File: src/hdl/uimd_pkg.sv
/*
  Shared constants, enumerations and state records for the user input,
  min/max capture and display control block.
  Assumes a single 250 MHz system clock; all times are counted in tenths
  of a second from one common tick.
*/
package uimd_pkg;

  // Timing base.
  localparam int CLK_PERIOD_NS = 4;
  localparam int TENTH_NS = 100000000;
  localparam int TENTH_CYCLES_DEF = (TENTH_NS + CLK_PERIOD_NS - 1) / CLK_PERIOD_NS;
  localparam int SCROLL_SEC = 4;
  localparam logic [7:0] SCROLL_TENTHS = 8'(SCROLL_SEC * 10);
  localparam int CAL_BUSY_SEC = 8;
  localparam logic [7:0] CAL_BUSY_TENTHS = 8'(CAL_BUSY_SEC * 10);
  localparam int MSG_SEC = 2;
  localparam logic [7:0] MSG_TENTHS = 8'(MSG_SEC * 10);

  // Service codes and calibration ranges.
  localparam logic [6:0] CODE_RESTORE = 7'h42;
  localparam logic [6:0] CODE_VERSION = 7'h32;
  localparam logic [6:0] CODE_CALIBRATE = 7'h30;
  localparam logic [3:0] CAL_RANGE_LAST = 4'h9;

  // Value limits and reset values.
  localparam logic signed [17:0] VALUE_LOW = -18'sd99999;
  localparam logic signed [17:0] VALUE_HIGH = 18'sd99999;
  localparam logic [2:0] INTENSITY_MIN = 3'h1;
  localparam logic [2:0] INTENSITY_MAX = 3'h5;
  localparam logic [2:0] INTENSITY_RST = 3'h5;
  // Arbitrary neutral identity values.
  localparam logic [15:0] MODEL_ID_WORD = 16'h0A5C;
  localparam logic [7:0] FW_VERSION_WORD = 8'h11;

  typedef enum logic [3:0] {
    UFN_NONE, UFN_PROG_LOCK, ZERO_INPUT_FN, UFN_RESET, DISPLAY_HOLD_FN,
    DISPLAY_ADVANCE_FN, UFN_INTENSITY, PRINT_REQUEST_FN, PRINT_THEN_CLEAR_FN,
    UFN_SP1_RESET, UFN_SP2_RESET, UFN_SP12_RESET
  } uimd_func_t;

  typedef enum logic [1:0] {ASN_LO, ASN_HI, ASN_BOTH, DISPLAY_TARGET_SETTING} uimd_assign_t;

  typedef enum logic [1:0] {SHOW_INPUT, SHOW_MAX, SHOW_MIN} uimd_show_t;

  typedef enum logic [2:0] {
    SVC_PROMPT, SVC_RESTORE_MSG, SVC_VERSION_MSG, CAL_RANGE_SEL,
    CAL_ZERO_WAIT, CAL_ZERO_BUSY, CAL_FULL_WAIT, CAL_FULL_BUSY
  } uimd_svc_t;

  typedef struct packed {
    // Fills with ones over the first two cycles after reset.
    logic [1:0] armed;
    logic syncA;
    logic syncB;
    logic level;
    logic rise;
  } uimd_edge_state_t;

endpackage

File: src/hdl/uimd_edge_if.sv
/*
  Carrier between the control core and one input conditioner.
  Assumes the conditioner reads the polarity and drives level and edge.
*/
`timescale 1ns/1ps
interface uimd_edge_if;
  logic activeHigh;
  logic level;
  logic rise;
  modport core (input activeHigh, output level, output rise);
  modport user (output activeHigh, input level, input rise);
endinterface

File: src/hdl/uimd_sync_edge.sv
/*
  Two-flop synchroniser, polarity normaliser and activation edge detector
  for one asynchronous contact.
  Assumes the contact is already debounced outside this block.
*/
`timescale 1ns/1ps
module uimd_sync_edge
  import uimd_pkg::*;
(
  // Clock and reset.
  input wire logic mclk,
  input wire logic rst_n,
  input wire logic clkEn,
  // Raw contact.
  input wire logic pinIn,
  // Conditioned result.
  uimd_edge_if.core bus
);

  uimd_edge_state_t edge_reg;
  uimd_edge_state_t edge_next;

  // The first flop feeds only the second; polarity is applied after it.
  always_comb begin
    edge_next = edge_reg;
    edge_next.syncA = pinIn;
    edge_next.syncB = edge_reg.syncA;
    // The level stays inactive until the second flop holds a real sample, so an idle
    // active-low contact gives no false edge after reset.
    edge_next.armed = {edge_reg.armed[0], 1'b1};
    edge_next.level = edge_reg.armed[1] & (edge_reg.syncB ~^ bus.activeHigh);
    edge_next.rise = edge_next.level & ~edge_reg.level;
  end

  // All state freezes while the clock enable is low.
  always_ff @(posedge mclk or negedge rst_n) begin
    if (!rst_n) begin
      edge_reg <= '0;
    end else if (clkEn) begin
      edge_reg <= edge_next;
    end
  end

  assign bus.level = edge_reg.level;
  assign bus.rise = edge_reg.rise;

endmodule

File: src/hdl/uimd_user_input_ctrl.sv
/*
  User input decoder, front panel key handling, min/max capture, display
  selection, scroll, brightness, refresh pacing and service/calibration
  sequencing for a large process display.
  Assumes the input display value arrives already scaled on the system
  clock, and that print framing and setpoint logic sit outside and take
  one-cycle request pulses.
*/
`timescale 1ns/1ps
module uimd_user_input_ctrl
  import uimd_pkg::*;
#(
  parameter int TENTH_CYCLES = TENTH_CYCLES_DEF
)
(
  // Clock, reset and enable.
  input wire logic mclk,
  input wire logic rst_n,
  input wire logic clkEn,
  // Contacts from the panel and the terminal block.
  input wire logic userInPin,
  input wire logic selKeyPin,
  input wire logic rstKeyPin,
  input wire logic menuEnterKey,
  // User input configuration.
  input wire uimd_func_t userFunc,
  input wire uimd_assign_t userAssign,
  input wire logic userActiveHigh,
  // Capture configuration.
  input wire logic maxEnable,
  input wire logic [13:0] maxDelayTenths,
  input wire logic minEnable,
  input wire logic [13:0] minDelayTenths,
  // Display and panel configuration.
  input wire logic [7:0] updateTenths,
  input wire logic selKeyEnable,
  input wire logic rstKeyEnable,
  input wire uimd_assign_t rstKeyAssign,
  input wire logic zeroWithReset,
  input wire logic scrollEnable,
  input wire logic [2:0] intensitySet,
  input wire logic intensityLoad,
  // Service code entry.
  input wire logic [6:0] serviceCode,
  input wire logic serviceEnter,
  // Measurement.
  input wire logic signed [17:0] inputDisplay,
  // Display side.
  output logic signed [17:0] inputOffset,
  output logic signed [17:0] maxValue,
  output logic signed [17:0] minValue,
  output logic signed [17:0] shownValue,
  output uimd_show_t shownSel,
  output logic [2:0] intensity,
  output logic holdActive,
  output logic progLock,
  // Request pulses.
  output logic printReq,
  output logic sp1Reset,
  output logic sp2Reset,
  output logic factoryRestore,
  output logic calZeroStart,
  output logic calFullStart,
  // Service status.
  output uimd_svc_t svcState,
  output logic [3:0] calRange,
  output logic calBusy,
  output logic [15:0] modelId,
  output logic [7:0] fwVersion
);

  typedef struct packed {
    logic [24:0] tickCnt;
    logic signed [17:0] offset;
    logic signed [17:0] maxVal;
    logic signed [17:0] minVal;
    logic signed [17:0] shown;
    logic [13:0] maxCnt;
    logic [13:0] minCnt;
    logic [7:0] updCnt;
    logic [7:0] scrollCnt;
    uimd_show_t sel;
    logic [2:0] level;
    logic hold;
    logic lock;
    logic clearPending;
    logic print;
    logic sp1;
    logic sp2;
    logic restore;
    logic calZero;
    logic calFull;
    uimd_svc_t svc;
    logic busy;
    logic [7:0] svcCnt;
    logic [3:0] range;
    logic [15:0] idWord;
    logic [7:0] verWord;
  } uimd_core_t;

  localparam uimd_core_t CORE_RST = '{
    tickCnt: '0, offset: '0, maxVal: VALUE_LOW, minVal: VALUE_HIGH, shown: '0,
    maxCnt: '0, minCnt: '0, updCnt: '0, scrollCnt: '0, sel: SHOW_INPUT,
    level: INTENSITY_RST, hold: 1'b0, lock: 1'b0, clearPending: 1'b0,
    print: 1'b0, sp1: 1'b0, sp2: 1'b0, restore: 1'b0, calZero: 1'b0,
    calFull: 1'b0, svc: SVC_PROMPT, busy: 1'b0, svcCnt: '0, range: '0, idWord: '0, verWord: '0
  };

  uimd_core_t core_reg;
  uimd_core_t core_next;

  logic [3:0] pinsIn;
  logic [3:0] riseV;
  logic [3:0] levelV;

  // Next enabled display; the input display is always enabled.
  function automatic uimd_show_t nextDisplay(input uimd_show_t cur, input logic maxOn, input logic minOn);
    uimd_show_t res;
    res = SHOW_INPUT;
    case (cur)
      SHOW_INPUT: begin
        res = maxOn ? SHOW_MAX : (minOn ? SHOW_MIN : SHOW_INPUT);
      end
      SHOW_MAX: begin
        res = minOn ? SHOW_MIN : SHOW_INPUT;
      end
      default: begin
        res = SHOW_INPUT;
      end
    endcase
    return res;
  endfunction

  // Reset mask {zero input, reset max, reset min} for one assignment.
  function automatic logic [2:0] resetMask(input uimd_assign_t asn, input uimd_show_t cur, input logic zeroOn);
    logic [2:0] m;
    m = 3'h0;
    case (asn)
      ASN_LO: begin
        m = 3'h1;
      end
      ASN_HI: begin
        m = 3'h2;
      end
      ASN_BOTH: begin
        m = 3'h3;
      end
      default: begin
        // The displayed target resets what is shown; input zeroes only when enabled.
        if (cur == SHOW_MAX) begin
          m = 3'h2;
        end else if (cur == SHOW_MIN) begin
          m = 3'h1;
        end else begin
          m = {zeroOn, 2'h0};
        end
      end
    endcase
    return m;
  endfunction

  // Does a hold on this assignment cover the given display.
  function automatic logic holdCovers(input uimd_assign_t asn, input uimd_show_t which, input uimd_show_t cur);
    logic c;
    c = 1'b0;
    case (asn)
      ASN_LO: c = (which == SHOW_MIN);
      ASN_HI: c = (which == SHOW_MAX);
      ASN_BOTH: c = (which != SHOW_INPUT);
      default: c = (which == cur);
    endcase
    return c;
  endfunction

  // Every contact goes through the same conditioner; only the user input
  // has a selectable polarity, the keys close to active high.
  assign pinsIn = {menuEnterKey, rstKeyPin, selKeyPin, userInPin};
  uimd_edge_if edgeBus [4] ();
  genvar gi;
  generate
    for (gi = 0; gi < 4; gi++) begin : g_edge
      assign edgeBus[gi].activeHigh = (gi == 0) ? userActiveHigh : 1'b1;
      assign riseV[gi] = edgeBus[gi].rise;
      assign levelV[gi] = edgeBus[gi].level;
      uimd_sync_edge u_edge (
        .mclk(mclk),
        .rst_n(rst_n),
        .clkEn(clkEn),
        .pinIn(pinsIn[gi]),
        .bus(edgeBus[gi])
      );
    end
  endgenerate

  // Whole next state; one pass decides every function for this cycle.
  always_comb begin
    logic tick;
    logic holdNow;
    logic holdMax;
    logic holdMin;
    logic holdShown;
    logic scrollOn;
    logic svcIdle;
    logic [2:0] mask;
    tick = 1'b0;
    holdNow = 1'b0;
    holdMax = 1'b0;
    holdMin = 1'b0;
    holdShown = 1'b0;
    scrollOn = 1'b0;
    svcIdle = 1'b0;
    mask = 3'h0;
    core_next = core_reg;
    core_next.print = 1'b0;
    core_next.sp1 = 1'b0;
    core_next.sp2 = 1'b0;
    core_next.restore = 1'b0;
    core_next.calZero = 1'b0;
    core_next.calFull = 1'b0;
    core_next.clearPending = 1'b0;

    // Tenth-second tick shared by every timer.
    tick = (core_reg.tickCnt == 25'(TENTH_CYCLES - 1));
    core_next.tickCnt = tick ? 25'h0 : core_reg.tickCnt + 25'h1;

    // Maintained functions follow the conditioned level directly.
    holdNow = (userFunc == DISPLAY_HOLD_FN) && levelV[0];
    holdMax = holdNow && holdCovers(userAssign, SHOW_MAX, core_reg.sel);
    holdMin = holdNow && holdCovers(userAssign, SHOW_MIN, core_reg.sel);
    holdShown = holdNow && holdCovers(userAssign, core_reg.sel, core_reg.sel);
    core_next.hold = holdNow;
    core_next.lock = (userFunc == UFN_PROG_LOCK) && levelV[0];
    svcIdle = (core_reg.svc == SVC_PROMPT);

    // Edge functions of the user input.
    if (riseV[0]) begin
      case (userFunc)
        ZERO_INPUT_FN: mask = 3'h4;
        UFN_RESET: mask = resetMask(userAssign, core_reg.sel, zeroWithReset);
        DISPLAY_ADVANCE_FN: core_next.sel = nextDisplay(core_reg.sel, maxEnable, minEnable);
        UFN_INTENSITY: begin
          core_next.level = (core_reg.level >= INTENSITY_MAX) ? INTENSITY_MIN : core_reg.level + 3'h1;
        end
        PRINT_REQUEST_FN: core_next.print = 1'b1;
        PRINT_THEN_CLEAR_FN: begin
          core_next.print = 1'b1;
          core_next.clearPending = 1'b1;
        end
        UFN_SP1_RESET: core_next.sp1 = 1'b1;
        UFN_SP2_RESET: core_next.sp2 = 1'b1;
        UFN_SP12_RESET: begin
          core_next.sp1 = 1'b1;
          core_next.sp2 = 1'b1;
        end
        default: begin
        end
      endcase
    end

    // The momentary reset lands one cycle after the print pulse.
    if (core_reg.clearPending) begin
      mask = mask | resetMask(userAssign, core_reg.sel, zeroWithReset);
    end

    // The select and reset key functions act only outside service and calibration.
    if (svcIdle && riseV[2] && rstKeyEnable) begin
      mask = mask | resetMask(rstKeyAssign, core_reg.sel, zeroWithReset);
    end
    if (svcIdle && riseV[1] && selKeyEnable) begin
      core_next.sel = nextDisplay(core_reg.sel, maxEnable, minEnable);
    end

    // A loaded level takes effect at once; out-of-range values are clamped.
    if (intensityLoad) begin
      if (intensitySet < INTENSITY_MIN) begin
        core_next.level = INTENSITY_MIN;
      end else if (intensitySet > INTENSITY_MAX) begin
        core_next.level = INTENSITY_MAX;
      end else begin
        core_next.level = intensitySet;
      end
    end

    // Scroll is meaningless with only the input display, so it is gated.
    scrollOn = scrollEnable && (maxEnable || minEnable);
    if (!scrollOn) begin
      core_next.scrollCnt = 8'h0;
    end else if (tick) begin
      if (core_reg.scrollCnt >= SCROLL_TENTHS - 8'h1) begin
        core_next.scrollCnt = 8'h0;
        core_next.sel = nextDisplay(core_reg.sel, maxEnable, minEnable);
      end else begin
        core_next.scrollCnt = core_reg.scrollCnt + 8'h1;
      end
    end

    // A display that was switched off falls back to the input display.
    if ((core_next.sel == SHOW_MAX && !maxEnable) || (core_next.sel == SHOW_MIN && !minEnable)) begin
      core_next.sel = SHOW_INPUT;
    end

    // Max capture: the delay filters out short spikes.
    if (!maxEnable || holdMax || inputDisplay <= core_reg.maxVal) begin
      core_next.maxCnt = 14'h0;
    end else if (tick) begin
      if (core_reg.maxCnt >= maxDelayTenths) begin
        core_next.maxVal = inputDisplay;
        core_next.maxCnt = 14'h0;
      end else begin
        core_next.maxCnt = core_reg.maxCnt + 14'h1;
      end
    end

    // Min capture mirrors max with its own enable and delay.
    if (!minEnable || holdMin || inputDisplay >= core_reg.minVal) begin
      core_next.minCnt = 14'h0;
    end else if (tick) begin
      if (core_reg.minCnt >= minDelayTenths) begin
        core_next.minVal = inputDisplay;
        core_next.minCnt = 14'h0;
      end else begin
        core_next.minCnt = core_reg.minCnt + 14'h1;
      end
    end

    // Resets win over a capture in the same cycle.
    if (mask[2]) begin
      core_next.offset = core_reg.offset - inputDisplay;
    end
    if (mask[1]) begin
      core_next.maxVal = inputDisplay;
      core_next.maxCnt = 14'h0;
    end
    if (mask[0]) begin
      core_next.minVal = inputDisplay;
      core_next.minCnt = 14'h0;
    end

    // Refresh pacing; an interval of zero refreshes every tick.
    if (tick) begin
      if (core_reg.updCnt + 8'h1 >= updateTenths) begin
        core_next.updCnt = 8'h0;
        if (!holdShown) begin
          case (core_reg.sel)
            SHOW_MAX: core_next.shown = core_reg.maxVal;
            SHOW_MIN: core_next.shown = core_reg.minVal;
            default: core_next.shown = inputDisplay;
          endcase
        end
      end else begin
        core_next.updCnt = core_reg.updCnt + 8'h1;
      end
    end

    // Service and calibration sequencing.
    case (core_reg.svc)
      SVC_PROMPT: begin
        core_next.svcCnt = 8'h0;
        if (serviceEnter) begin
          if (serviceCode == CODE_RESTORE) begin
            core_next.svc = SVC_RESTORE_MSG;
            core_next.restore = 1'b1;
          end else if (serviceCode == CODE_VERSION) begin
            core_next.svc = SVC_VERSION_MSG;
            core_next.idWord = MODEL_ID_WORD;
            core_next.verWord = FW_VERSION_WORD;
          end else if (serviceCode == CODE_CALIBRATE) begin
            core_next.svc = CAL_RANGE_SEL;
            core_next.range = 4'h0;
          end
        end
      end
      SVC_RESTORE_MSG, SVC_VERSION_MSG: begin
        if (tick) begin
          core_next.svcCnt = core_reg.svcCnt + 8'h1;
        end
        if (core_reg.svcCnt >= MSG_TENTHS) begin
          core_next.svc = SVC_PROMPT;
          core_next.idWord = 16'h0000;
          core_next.verWord = 8'h00;
        end
      end
      CAL_RANGE_SEL: begin
        core_next.svcCnt = 8'h0;
        if (riseV[2]) begin
          core_next.range = (core_reg.range >= CAL_RANGE_LAST) ? 4'h0 : core_reg.range + 4'h1;
        end
        if (riseV[3]) begin
          core_next.svc = (core_reg.range == 4'h0) ? SVC_PROMPT : CAL_ZERO_WAIT;
        end
      end
      CAL_ZERO_WAIT, CAL_FULL_WAIT: begin
        core_next.svcCnt = 8'h0;
        if (riseV[3]) begin
          core_next.svc = (core_reg.svc == CAL_ZERO_WAIT) ? CAL_ZERO_BUSY : CAL_FULL_BUSY;
          core_next.calZero = (core_reg.svc == CAL_ZERO_WAIT);
          core_next.calFull = (core_reg.svc == CAL_FULL_WAIT);
        end
      end
      CAL_ZERO_BUSY, CAL_FULL_BUSY: begin
        // Keys are ignored while a reading is being taken.
        if (tick) begin
          core_next.svcCnt = core_reg.svcCnt + 8'h1;
        end
        if (core_reg.svcCnt >= CAL_BUSY_TENTHS) begin
          core_next.svc = (core_reg.svc == CAL_ZERO_BUSY) ? CAL_FULL_WAIT : CAL_RANGE_SEL;
        end
      end
      default: begin
        core_next.svc = SVC_PROMPT;
      end
    endcase

    // Busy is registered beside the state so the output comes from a flop.
    core_next.busy = (core_next.svc == CAL_ZERO_BUSY) || (core_next.svc == CAL_FULL_BUSY);
  end

  // One register for the whole core; the enable freezes everything.
  always_ff @(posedge mclk or negedge rst_n) begin
    if (!rst_n) begin
      core_reg <= CORE_RST;
    end else if (clkEn) begin
      core_reg <= core_next;
    end
  end

  // Outputs are straight register fields.
  assign inputOffset = core_reg.offset;
  assign maxValue = core_reg.maxVal;
  assign minValue = core_reg.minVal;
  assign shownValue = core_reg.shown;
  assign shownSel = core_reg.sel;
  assign intensity = core_reg.level;
  assign holdActive = core_reg.hold;
  assign progLock = core_reg.lock;
  assign printReq = core_reg.print;
  assign sp1Reset = core_reg.sp1;
  assign sp2Reset = core_reg.sp2;
  assign factoryRestore = core_reg.restore;
  assign calZeroStart = core_reg.calZero;
  assign calFullStart = core_reg.calFull;
  assign svcState = core_reg.svc;
  assign calRange = core_reg.range;
  assign calBusy = core_reg.busy;
  assign modelId = core_reg.idWord;
  assign fwVersion = core_reg.verWord;

endmodule

File: config.mk
export PLATFORM = sky130hd
export DESIGN_NAME = uimd_user_input_ctrl
export DESIGN_NICKNAME = d
export VERILOG_FILES = /design/src/hdl/uimd_pkg.sv /design/src/hdl/uimd_edge_if.sv /design/src/hdl/uimd_sync_edge.sv /design/src/hdl/uimd_user_input_ctrl.sv
export SDC_FILE = /design/constraint.sdc
export NUM_CORES = 1
export LEC_CHECK = 0
export BUFFER_PORTS_ARGS = -buffer_cell sky130_fd_sc_hd__buf_2
export CORE_ASPECT_RATIO = 1.5
export CORE_MARGIN = 2
export CORE_UTILIZATION = 45
export CTS_CLUSTER_SIZE = 16
export DETAILED_ROUTE_END_ITERATION = 16
export GPL_TIMING_DRIVEN = 0
export HOLD_SLACK_MARGIN = 0.12
export PLACE_DENSITY_LB_ADDON = 0.08
export SYNTH_ARGS = -nofsm -noshare
export SYNTH_HDL_FRONTEND = slang
export SYNTH_SLANG_ARGS = --single-unit
File: constraint.sdc
create_clock -name mclk -period 7.5 [get_ports mclk]
set_clock_uncertainty 0.1 [all_clocks]
set_input_delay 0.75 -clock mclk [delete_from_list [all_inputs] [get_ports mclk]]
set_output_delay 0.75 -clock mclk [all_outputs]
set_load 0.05 [all_outputs]
==> results of run 1 <==
[final timing paths]
check                                                end  slack (ns)
setup / recovery                          shownValue[15]        3.74
hold / removal                              core_reg[75]        0.13
setup reg to reg                          shownValue[15]        3.74
hold reg to reg            g_edge[0].u_edge.edge_next[5]        0.37
max in group asynchronous                    maxValue[0]        6.10
min in group mclk          g_edge[0].u_edge.edge_next[5]        0.37
[synth_stat cells, types with 5 or more instances]
master,n,share of area (%)
nand2b_1,11,0.54
o21ai_0,94,3.7
and2_1,6,0.30
xnor2_1,20,1.4
nor4_1,8,0.39
or3_1,10,0.49
buf_4,109,6.4
xor2_1,32,2.2
o31ai_1,20,1.2
a31oi_1,9,0.44
mux2i_1,42,3.3
clkbuf_1,35,1.0
dfrtp_1,169,33
dfstp_2,21,4.3
a21o_1,26,1.5
a211oi_1,5,0.30
nor2_1,82,2.4
mux2_2,32,2.8
a22oi_1,20,1.2
a21oi_1,70,2.8
a211o_1,6,0.41
and3_1,26,1.3
buf_2,6,0.24
inv_1,131,3.9
o2bb2ai_1,6,0.41
nand3b_1,7,0.41
nand4_1,20,0.98
or4_1,6,0.35
nand2_1,100,3.0
nand3_1,56,2.2
nor2b_1,16,0.79
or2_2,7,0.34
ha_1,113,11
nor3_1,28,1.1
[power by group through the flow]
stage | combinational, W | clock (W) | sequential, W
floorplan | 0.00143 | 0 | 0.00135
global placement | 0.00184 | 0 | 0.00139
detailed placement | 0.00185 | 0 | 0.00139
CTS | 0.00187 | 0.000993 | 0.00138
global route | 0.00203 | 0.00103 | 0.00140
finish | 0.00185 | 0.000970 | 0.00138
[routing by layer]
layer / track usage (%) / vias up
met5: 0 / -
met4: 8.138 / 4
met2: 43.15 / 185
met3: 3.422 / 53
met1: 25.88 / 4991
li1: - / 5205
[cell type report]
cell class	count	area share (%)
Buffer	152	6.659
Inverter	132	3.342
Antenna cell	2	0.03376
Tap cell	346	2.920
Clock inverter	14	1.232
Multi-Input combinational cell	942	43.85
Timing Repair Buffer	189	6.752
Sequential cell	190	32.25
Clock buffer	18	2.962
[placed cells by master, fill, tap and decap left out, types with 21 or more instances in the layout]
cell type and n:
a21o_1 26, nor3_1 28, mux2_2 32, o21ai_0 94, a21oi_1 70, buf_4 109
nor2_1 82, ha_1 113, mux2i_1 42, dfrtp_1 169, inv_1 131, and3_1 26
clkbuf_1 35, nand3_1 56, dfstp_2 21, buf_2 192, nand2_1 100, xor2_1 32
[metrics by stage]
step	cell area, um^2	std cells	hold WS, ns	power (W)	util, %
2_1_floorplan	12760	1416	0.3305	0.002788	-
3_3_place_gp	14130	1949	0.3420	0.003231	50.71
3_5_place_dp	14200	1951	0.3601	0.003250	50.94
4_1_cts	14820	1983	0.1465	0.004237	53.18
5_1_grt	14820	1984	0.1701	0.004461	53.19
6_report	14830	1985	0.1261	0.004200	53.19
[worst reg2reg max path, cell delays in order (launching register included)]
cell	delay, ns
dfrtp_1	0.44
and3_1	0.18
nand3_1	0.11
or2_2	0.32
xnor2_1	0.21
ha_1	0.23
nor3_1	0.06
a211o_1	0.27
clkbuf_1	0.27
nor4_4	0.73
buf_4	0.35
mux2_2	0.36
[cells by family (layout without fill, tap and decap cells)]
family	Yosys count	count (layout)	share of synthesized area [%]
and+or+nand+nor	397	397	15.66
AOI/OAI and AO/OA	289	289	14.01
buffers and inverters	284	505	11.67
DFF	190	190	37.62
adders and majority gates	114	114	11.28
muxes	74	74	6.144
xor gates and xnor gates	52	52	3.584
other	1	18	0.02951
==> flow_metrics.env, run 1 <==
export IMPL_end_kind="register"
export IMPL_switchingPower_w=0.001789
export IMPL_die_h_um=209.8
export IMPL_cts_hold_buf=0
export IMPL_drcViolationCount=0
export IMPL_crit_start="core_reg[62]"
export IMPL_grt_pass1_wl_um=53620
export IMPL_p_leak_nw=7.808
export IMPL_grt_overflow=0
export IMPL_dieWidth_um=141.2
export IMPL_setup_tns_final_ns=0
export IMPL_clkTransAtPathRegs_ns=0.07
export IMPL_rsz0062_at_grt="false"
export IMPL_p_comb_share_pct=44.1
export IMPL_r2r_start="core_reg[62]"
export IMPL_synth_edf_count=0
export IMPL_finalMaxSlewViolations=0
export IMPL_cts_tree="done"
export IMPL_timing_final_crit_share_pct=50.09
export IMPL_io_pins=205
export IMPL_nNetsFinal=1826
export IMPL_synth_seq_cells=190
export IMPL_setup_slack_ns=3.743
export IMPL_finalHoldViolCount=0
export IMPL_crit_fanout=10
export IMPL_p_int_w=0.002411
export IMPL_path_depth=11
export IMPL_wl_per_cell_um=16.57
export IMPL_cts_sinks=190
export IMPL_power_density_mw_per_mm2=283.3
export IMPL_place_ws_ns=3.426
export IMPL_grt_use_total_pct=22.88
export IMPL_first_pass_iters=4
export IMPL_synth_ff_type="dfrtp_1"
export IMPL_synth_area_mm2=0.01271
export IMPL_multiInputGateArea_mm2=0.006501
export IMPL_wl_met2_um=17970
export IMPL_vias=10438
export IMPL_hp_class="in2async"
export IMPL_fmaxAchievable_mhz=266.2
export IMPL_dr_wl_met3_um=1130
export IMPL_drive_gt1_share_pct=24.43
export IMPL_seq_area_frac_synth_pct=37.62
export IMPL_largest_register_ffs=78
export IMPL_cpMaxStageDelayCell="nor4_4"
export IMPL_wl_met1_um=12880
export IMPL_post_cts_resized=0
export IMPL_slowest_delay_ns=0.73
export IMPL_htree_levels=4
export IMPL_pwr_share_clk_pct=23.1
export IMPL_place_gp_congestion=0.9021
export IMPL_status="finished, final reports clean"
export IMPL_slew_limit_headroom_pct=30.46
export IMPL_rows=75
export IMPL_clockBufferDepth=2
export IMPL_rr_worst_depth=11
export IMPL_initial_core_util_pct=45.60
export IMPL_crit_buf_inv=2
export IMPL_drt_initial_drc_count=478
export IMPL_cp_cell_sequence="and3_1, nand3_1, or2_2, xnor2_1, ha_1, nor3_1, a211o_1, clkbuf_1, nor4_4, buf_4, mux2_2"
export IMPL_seq_power_share_pct=32.8
export IMPL_syn_inst=1401
export IMPL_crit_family="simple AND/OR/NAND/NOR gates"
export IMPL_period_minus_slack_ns=3.757
export IMPL_hpwl_um=25820
export IMPL_postCtsSetupRepairBufs=0
export IMPL_vias_per_cell=5.258
export IMPL_first_global_vias=10561
export IMPL_setup_viol=0
export IMPL_nFillCells=2676
export IMPL_cts_inserted_buffers=17
export IMPL_core_mm2=0.02787
export IMPL_syn_mean_instance_area_um2=9.071
export IMPL_worstPathRequired_ns=7.73
export IMPL_yosysWarnings=0
export IMPL_syn_to_final_growth_pct=16.66
export IMPL_grt_antenna_before_repair=4
export IMPL_worstPathArrival_ns=3.98
export IMPL_ys_types=63
export IMPL_cts_root_buffer="clkbuf_16"
export IMPL_power_share_switching_pct=42.59
export IMPL_synthArstFlopShare_pct=100.0
export IMPL_worst_slew_pin_transition_ns=1.036
export IMPL_port_buffers=187
export IMPL_grt_max_degree=68
export IMPL_routed_wirelength_um=32890
export IMPL_max_cap_viol_count=0
export IMPL_critPathLaunchType="register"
export IMPL_crit_type="reg2reg"
export IMPL_ant_nets=0
export IMPL_die_area_mm2=0.02963
export IMPL_ir_drop_uv=204.8
export IMPL_clock_latency_ns=0.45
export IMPL_top_layer_used="met5"
export IMPL_seqCellArea_mm2=0.004781
(Power assumes the default switching activity.)
==> inputs of run 2 (changes only) <==
==> constraint.sdc (replaced) <==
create_clock -name mclk -period 3.2 [get_ports mclk]
set_clock_uncertainty 0.1 [all_clocks]
set_input_delay 0.32 -clock mclk [delete_from_list [all_inputs] [get_ports mclk]]
set_output_delay 0.32 -clock mclk [all_outputs]
set_load 0.05 [all_outputs]
==> flow_metrics.env, run 2 (synthesized netlist as in run 1, its figures left out) <==
export IMPL_status="finished, final reports clean"
export IMPL_period_minus_slack_ns=3.149
export IMPL_finalHoldViolCount=0
export IMPL_grt_overflow=0
export IMPL_cts_inserted_buffers=17
export IMPL_worst_slew_pin_transition_ns=1.002
export IMPL_hpwl_um=25820
export IMPL_cpMaxStageDelayCell="dfstp_2"
export IMPL_finalMaxSlewViolations=0
export IMPL_crit_buf_inv=1
export IMPL_routed_wirelength_um=33640
export IMPL_grt_pass1_wl_um=54370
export IMPL_use_met3_pct=3.308
export IMPL_max_cap_viol_count=0
export IMPL_initial_core_util_pct=45.60
export IMPL_clock_latency_ns=0.45
export IMPL_crit_type="reg2reg"
export IMPL_cts_tree="done"
export IMPL_grt_antenna_before_repair=3
export IMPL_post_place_cells=1951
export IMPL_grt_met1_usage_pct=26.06
export IMPL_grt_use_met2_pct=43.99
export IMPL_core_mm2=0.02787
export IMPL_p_leak_nw=8.014
export IMPL_cpMostUsedCell="or4_4"
export IMPL_setup_viol=0
export IMPL_place_gp_congestion=0.9021
export IMPL_setup_tns_final_ns=0
export IMPL_wl_per_cell_um=16.67
export IMPL_drt_initial_drc_count=428
export IMPL_cp_cell_sequence="inv_2, ha_4, nand4_1, nor4_2, o21ai_1, o211ai_1, nor3_2, xor2_2, or4_4, or4_4, nand3_2"
export IMPL_crit_fanout=4
export IMPL_dieWidth_um=141.2
export IMPL_grt_use_total_pct=23.17
export IMPL_rows=75
export IMPL_ant_nets=0
export IMPL_io_pins=205
export IMPL_first_pass_iters=5
export IMPL_power_density_mw_per_mm2=655.0
export IMPL_grt_max_degree=68
export IMPL_slowest_delay_ns=0.54
export IMPL_syn_to_final_growth_pct=20.81
export IMPL_drive_gt1_share_pct=26.63
export IMPL_end_kind="register"
export IMPL_port_buffers=187
export IMPL_final_common_cell="buf_2"
export IMPL_worstPathRequired_ns=3.48
export IMPL_vias_per_cell=5.272
export IMPL_clkTransAtPathRegs_ns=0.07
export IMPL_cts_root_buffer="clkbuf_16"
export IMPL_worstPathArrival_ns=3.43
export IMPL_die_area_mm2=0.02963
export IMPL_slew_limit_headroom_pct=32.75
export IMPL_p_total_w=0.01006
export IMPL_crit_family="simple AND/OR/NAND/NOR gates"
export IMPL_grt_busiest_layer="met2"
export IMPL_htree_levels=4
export IMPL_first_global_vias=10768
export IMPL_clockBufferDepth=2
export IMPL_rsz0062_at_grt="true"
export IMPL_ir_drop_uv=476.8
export IMPL_drcViolationCount=0
export IMPL_critPathLaunchType="register"
export IMPL_die_h_um=209.8
export IMPL_fmaxAchievable_mhz=317.5
export IMPL_nFillCells=2645
export IMPL_hp_class="in2reg"
export IMPL_nNetsFinal=1860
export IMPL_cts_sinks=190
export IMPL_largest_register_ffs=78
export IMPL_vias=10639
export IMPL_layout_common_cells="buf_2, dfrtp_1, inv_1"
export IMPL_final_cells=2018
export IMPL_timing_final_crit_share_pct=98.42
[run 2: changes by cell type in the layout (fill, tap and decap cells not counted), moves of 4 or more]
| cell | change |
|---|---|
| buf_4 | +14 |
| clkbuf_1 | -9 |
| dlygate4sd3_1 | +25 |
| ha_1 | -4 |
| ha_4 | +4 |
| o21ai_0 | -7 |
| o21ai_1 | +7 |
[run 2: per-stage QoR]
step           hold WS [ns]  setup slack [ns]  area, um^2  util, %
6_report             0.1274           0.05070       15350    55.09
3_5_place_dp         0.1960           -0.5948       14200    50.94
4_1_cts              0.1208          0.007820       15180    54.47
3_3_place_gp         0.3420            -1.649       14130    50.71
5_1_grt              0.1545          -0.04952       15350    55.08
2_1_floorplan      -0.07559           0.06904       12760        -
[run 2: repair_timing]
item,4_1_cts,5_1_grt
buffers inserted,6,7
pin swaps,9,11
resized for setup,25,36
endpoints found under the hold margin,86,0
hold buffers,25,0
setup endpoints to repair,83,80
[run 2: path summary, 6_finish.rpt]
kind	slack, ns	depth (start not counted)	from	endpoint
worst max-delay path	0.05	11	minValue[10]	core_reg[81]
worst min-delay path	0.13	3	intensitySet[2]	intensity[2]
worst max register to register	0.05	11	minValue[10]	core_reg[81]
worst min register to register	0.37	1	g_edge[0].u_edge.edge_next[5]	g_edge[0].u_edge.edge_next[5]
max in group asynchronous	1.63	4	rst_n	maxValue[0]
min in group asynchronous	0.29	2	rst_n	core_reg[75]
[run 2: routing by layer]
metal / wire length, um / up-vias
met1: 13030 / 5103
li1: - / 5279
met2: 18500 / 196
met5: 25 / -
met4: 896 / 4
met3: 1179 / 57
[run 2: worst min-delay path: stages]
cell and delay [ns]:
buf_2 0.12, a21oi_1 0.13, o21ai_0 0.09
[run 2: cell type report]
class	instances	area, um^2	share of cell area (%)
Multi-Input combinational cell	942	6651	43.32
Sequential cell	190	4785	31.16
Clock buffer	18	439.2	2.860
Timing Repair Buffer	227	1349	8.785
Buffer	148	1016	6.617
Antenna cell	1	2.502	0.01630
Clock inverter	14	182.7	1.190
Tap cell	346	432.9	2.820
Inverter	132	495.5	3.227
[run 2: where the power goes]
group / total [W] / internal [W] / switching [W]
combinational: 0.00455 / 0.00166 / 0.00289
clock: 0.00228 / 0.00127 / 0.00101
sequential: 0.00323 / 0.00286 / 0.000372
==> inputs of run 3 (changes only) <==
--- a/config.mk
+++ b/config.mk
@@ -5,6 +5,7 @@
 export SDC_FILE = /design/constraint.sdc
 export NUM_CORES = 1
 export LEC_CHECK = 0
+export ABC_AREA = 1
 export BUFFER_PORTS_ARGS = -buffer_cell sky130_fd_sc_hd__buf_2
 export CORE_ASPECT_RATIO = 1.5
 export CORE_MARGIN = 2
==> flow_metrics.env, run 3 <==
export IMPL_timing_final_crit_share_pct=93.26
export IMPL_place_gp_congestion=0.9122
export IMPL_drcViolationCount=0
export IMPL_hpwl_um=29990
export IMPL_switchingPower_w=0.004430
export IMPL_synth_area_mm2=0.01388
export IMPL_power_share_switching_pct=44.33
export IMPL_yosys_cell_count_top_type="nand2_1"
export IMPL_largest_register_ffs=78
export IMPL_slew_limit_headroom_pct=57.81
export IMPL_setup_tns_final_ns=0
export IMPL_vias_per_cell=5.027
export IMPL_synth_area_top_cells="dfrtp_1, nand2_1, ha_1"
export IMPL_synth_ff_type="dfrtp_1"
export IMPL_grt_pass1_wl_um=61910
export IMPL_ys_types=61
export IMPL_cts_root_buffer="clkbuf_16"
export IMPL_pwr_share_clk_pct=22.3
export IMPL_die_area_mm2=0.03229
export IMPL_finalHoldViolCount=0
export IMPL_seq_power_share_pct=31.7
export IMPL_die_h_um=219.1
export IMPL_critPathLaunchType="register"
export IMPL_post_synth_and_or_nand_nor_area_fraction_pct=28.24
export IMPL_initial_core_util_pct=45.73
export IMPL_worst_slew_pin_transition_ns=0.6329
export IMPL_worstPathRequired_ns=3.45
export IMPL_period_minus_slack_ns=2.984
export IMPL_nNetsFinal=2341
export IMPL_worstHoldPathCells=3
export IMPL_p_int_w=0.005564
export IMPL_syn_mean_instance_area_um2=7.366
export IMPL_ir_drop_uv=509.4
export IMPL_grt_overflow=0
export IMPL_hp_class="in2reg"
export IMPL_clock_latency_ns=0.46
export IMPL_synth_edf_count=0
export IMPL_synthAdderAreaFrac_pct=10.33
export IMPL_yosysTopAreaCellShare_pct=30.47
export IMPL_synthArstFlopShare_pct=100.0
export IMPL_rsz0062_at_grt="false"
export IMPL_p_leak_nw=8.842
export IMPL_antennaDiodeCount=0
export IMPL_htree_levels=4
export IMPL_routed_wirelength_um=38160
export IMPL_crit_type="reg2reg"
export IMPL_fmaxAchievable_mhz=335.1
export IMPL_r2r_setup_slack_ns=0.22
export IMPL_p_total_w=0.009993
export IMPL_synth_top_family_by_area="simple AND/OR/NAND/NOR gates"
export IMPL_synth_compound_area_share_pct=10.13
export IMPL_drive_gt1_share_pct=19.56
export IMPL_grt_use_total_pct=24.19
export IMPL_finalMaxSlewViolations=0
export IMPL_cts_inserted_buffers=17
export IMPL_status="finished, final reports clean"
export IMPL_nFillCells=3012
export IMPL_ant_nets=0
export IMPL_power_density_mw_per_mm2=611.0
export IMPL_rows=78
export IMPL_end_kind="register"
export IMPL_synth_top_cell_by_area="dfrtp_1"
export IMPL_crit_fanout=10
export IMPL_syn_inst=1884
export IMPL_first_pass_iters=7
export IMPL_p_comb_share_pct=46.0
export IMPL_first_global_vias=12494
export IMPL_seq_area_frac_synth_pct=34.45
export IMPL_rr_worst_depth=14
export IMPL_core_mm2=0.03035
export IMPL_synthMuxAreaShare_pct=0.07212
export IMPL_max_cap_viol_count=0
export IMPL_cts_sinks=190
export IMPL_clkTransAtPathRegs_ns=0.07
export IMPL_grt_max_degree=115
export IMPL_synth_seq_cells=190
export IMPL_synth_commonest_cells="nand2_1, inv_1, dfrtp_1, nor2_1, nand3_1"
export IMPL_drt_initial_drc_count=693
export IMPL_clockBufferDepth=2
export IMPL_yosysWarnings=0
export IMPL_port_buffers=187
export IMPL_cts_tree="done"
export IMPL_layout_common_cells="nand2_1, inv_1, buf_2"
export IMPL_worstPathArrival_ns=3.23
export IMPL_syn_to_final_growth_pct=17.85
export IMPL_synth_xor_area_share_pct=2.714
export IMPL_grt_antenna_before_repair=0
export IMPL_wl_per_cell_um=14.95
export IMPL_setup_viol=0
export IMPL_io_pins=205
export IMPL_dieWidth_um=147.4
export IMPL_vias=12830
export IMPL_final_common_cell="nand2_1"
==> run 3: per-layer routing <==
| layer | up-vias | track usage [%] | share of wire, % |
|---|---|---|---|
| li1 | 6497 | - | - |
| met2 | 300 | 45.48 | 53 |
| met5 | - | 0 | 0 |
| met4 | 0 | 8.045 | 2.7 |
| met1 | 5976 | 28.12 | 40 |
| met3 | 57 | 3.306 | 4.0 |
==> run 3: per-stage QoR <==
step | setup WS, ns | util [%] | hold slack (ns) | cells | area (um^2)
3_5_place_dp | 0.1525 | 50.77 | 0.2289 | 2487 | 15410
4_1_cts | 0.1166 | 53.83 | 0.1433 | 2552 | 16340
3_3_place_gp | -1.698 | 50.64 | 0.3449 | 2486 | 15370
6_report | 0.2157 | 53.89 | 0.1539 | 2552 | 16360
2_1_floorplan | 0.7990 | - | -0.07559 | 1899 | 13930
5_1_grt | 0.02343 | 53.89 | 0.1625 | 2552 | 16360
==> run 3: timing repair <==
| item | 4_1_cts | 5_1_grt |
|---|---|---|
| gates resized for setup | 0 | 3 |
| endpoints found under the hold margin | 122 | 0 |
| hold buffers | 33 | 0 |
| buffers inserted | 0 | 0 |
| endpoints found under the setup margin | 0 | 18 |
==> run 3: area by class of cell <==
cell class              count  area (um^2)  share of cell area (%)
multi-input cells        1312         7223                   44.16
repair buffers            221         1304                   7.971
plain buffers             145        997.2                   6.097
flip-flops and latches    190         4781                   29.23
inverters                 252        950.9                   5.814
well taps                 400        500.5                   3.060
clock inverters            13        166.4                   1.017
clock buffers              19        432.9                   2.647
==> run 3: final timing paths <==
| path | from | end |
|---|---|---|
| setup reg to reg | maxValue[17] | maxValue[15] |
| setup / recovery | maxValue[17] | maxValue[15] |
| min in group asynchronous | rst_n | core_reg[62] |
| hold reg to reg | g_edge[1].u_edge.bus.level | g_edge[1].u_edge.bus.rise |
| hold / removal | userActiveHigh | g_edge[0].u_edge.bus.level |
| max in group asynchronous | rst_n | minValue[13] |
==> run 3: power groups by stage <==
| stage | combinational, W | clock (W) | sequential, W |
|---|---|---|---|
| detailed placement | 0.00456 | 0 | 0.00321 |
| global placement | 0.00451 | 0 | 0.00321 |
| floorplan | 0.00355 | 0 | 0.00313 |
| finish | 0.00459 | 0.00223 | 0.00317 |
| global route | 0.00507 | 0.00237 | 0.00323 |
| CTS | 0.00461 | 0.00229 | 0.00317 |
==> run 3: worst max-delay path, cell delays in order, from the launching register on <==
cell	delay, ns
dfstp_2	0.59
inv_1	0.06
ha_1	0.36
nand2_1	0.09
inv_2	0.06
nand3_1	0.20
a21oi_1	0.25
nor2_1	0.13
nand3_1	0.15
nand3_2	0.18
nand2_2	0.25
nand3_4	0.18
buf_6	0.19
nand2_1	0.06
nand2_1	0.04
==> run 3: cell families (layout without fill, tap and decap cells) <==
| logic type | Yosys count | count (layout) |
|---|---|---|
| AO/OA/AOI/OAI | 252 | 252 |
| XOR/XNOR | 43 | 43 |
| adder cells (fa/ha/maj) | 114 | 114 |
| buffers and inverters | 397 | 650 |
| flip-flops | 190 | 190 |
| multiplexers | 1 | 1 |
| other | 1 | 16 |
| AND/OR/NAND/NOR | 886 | 886 |
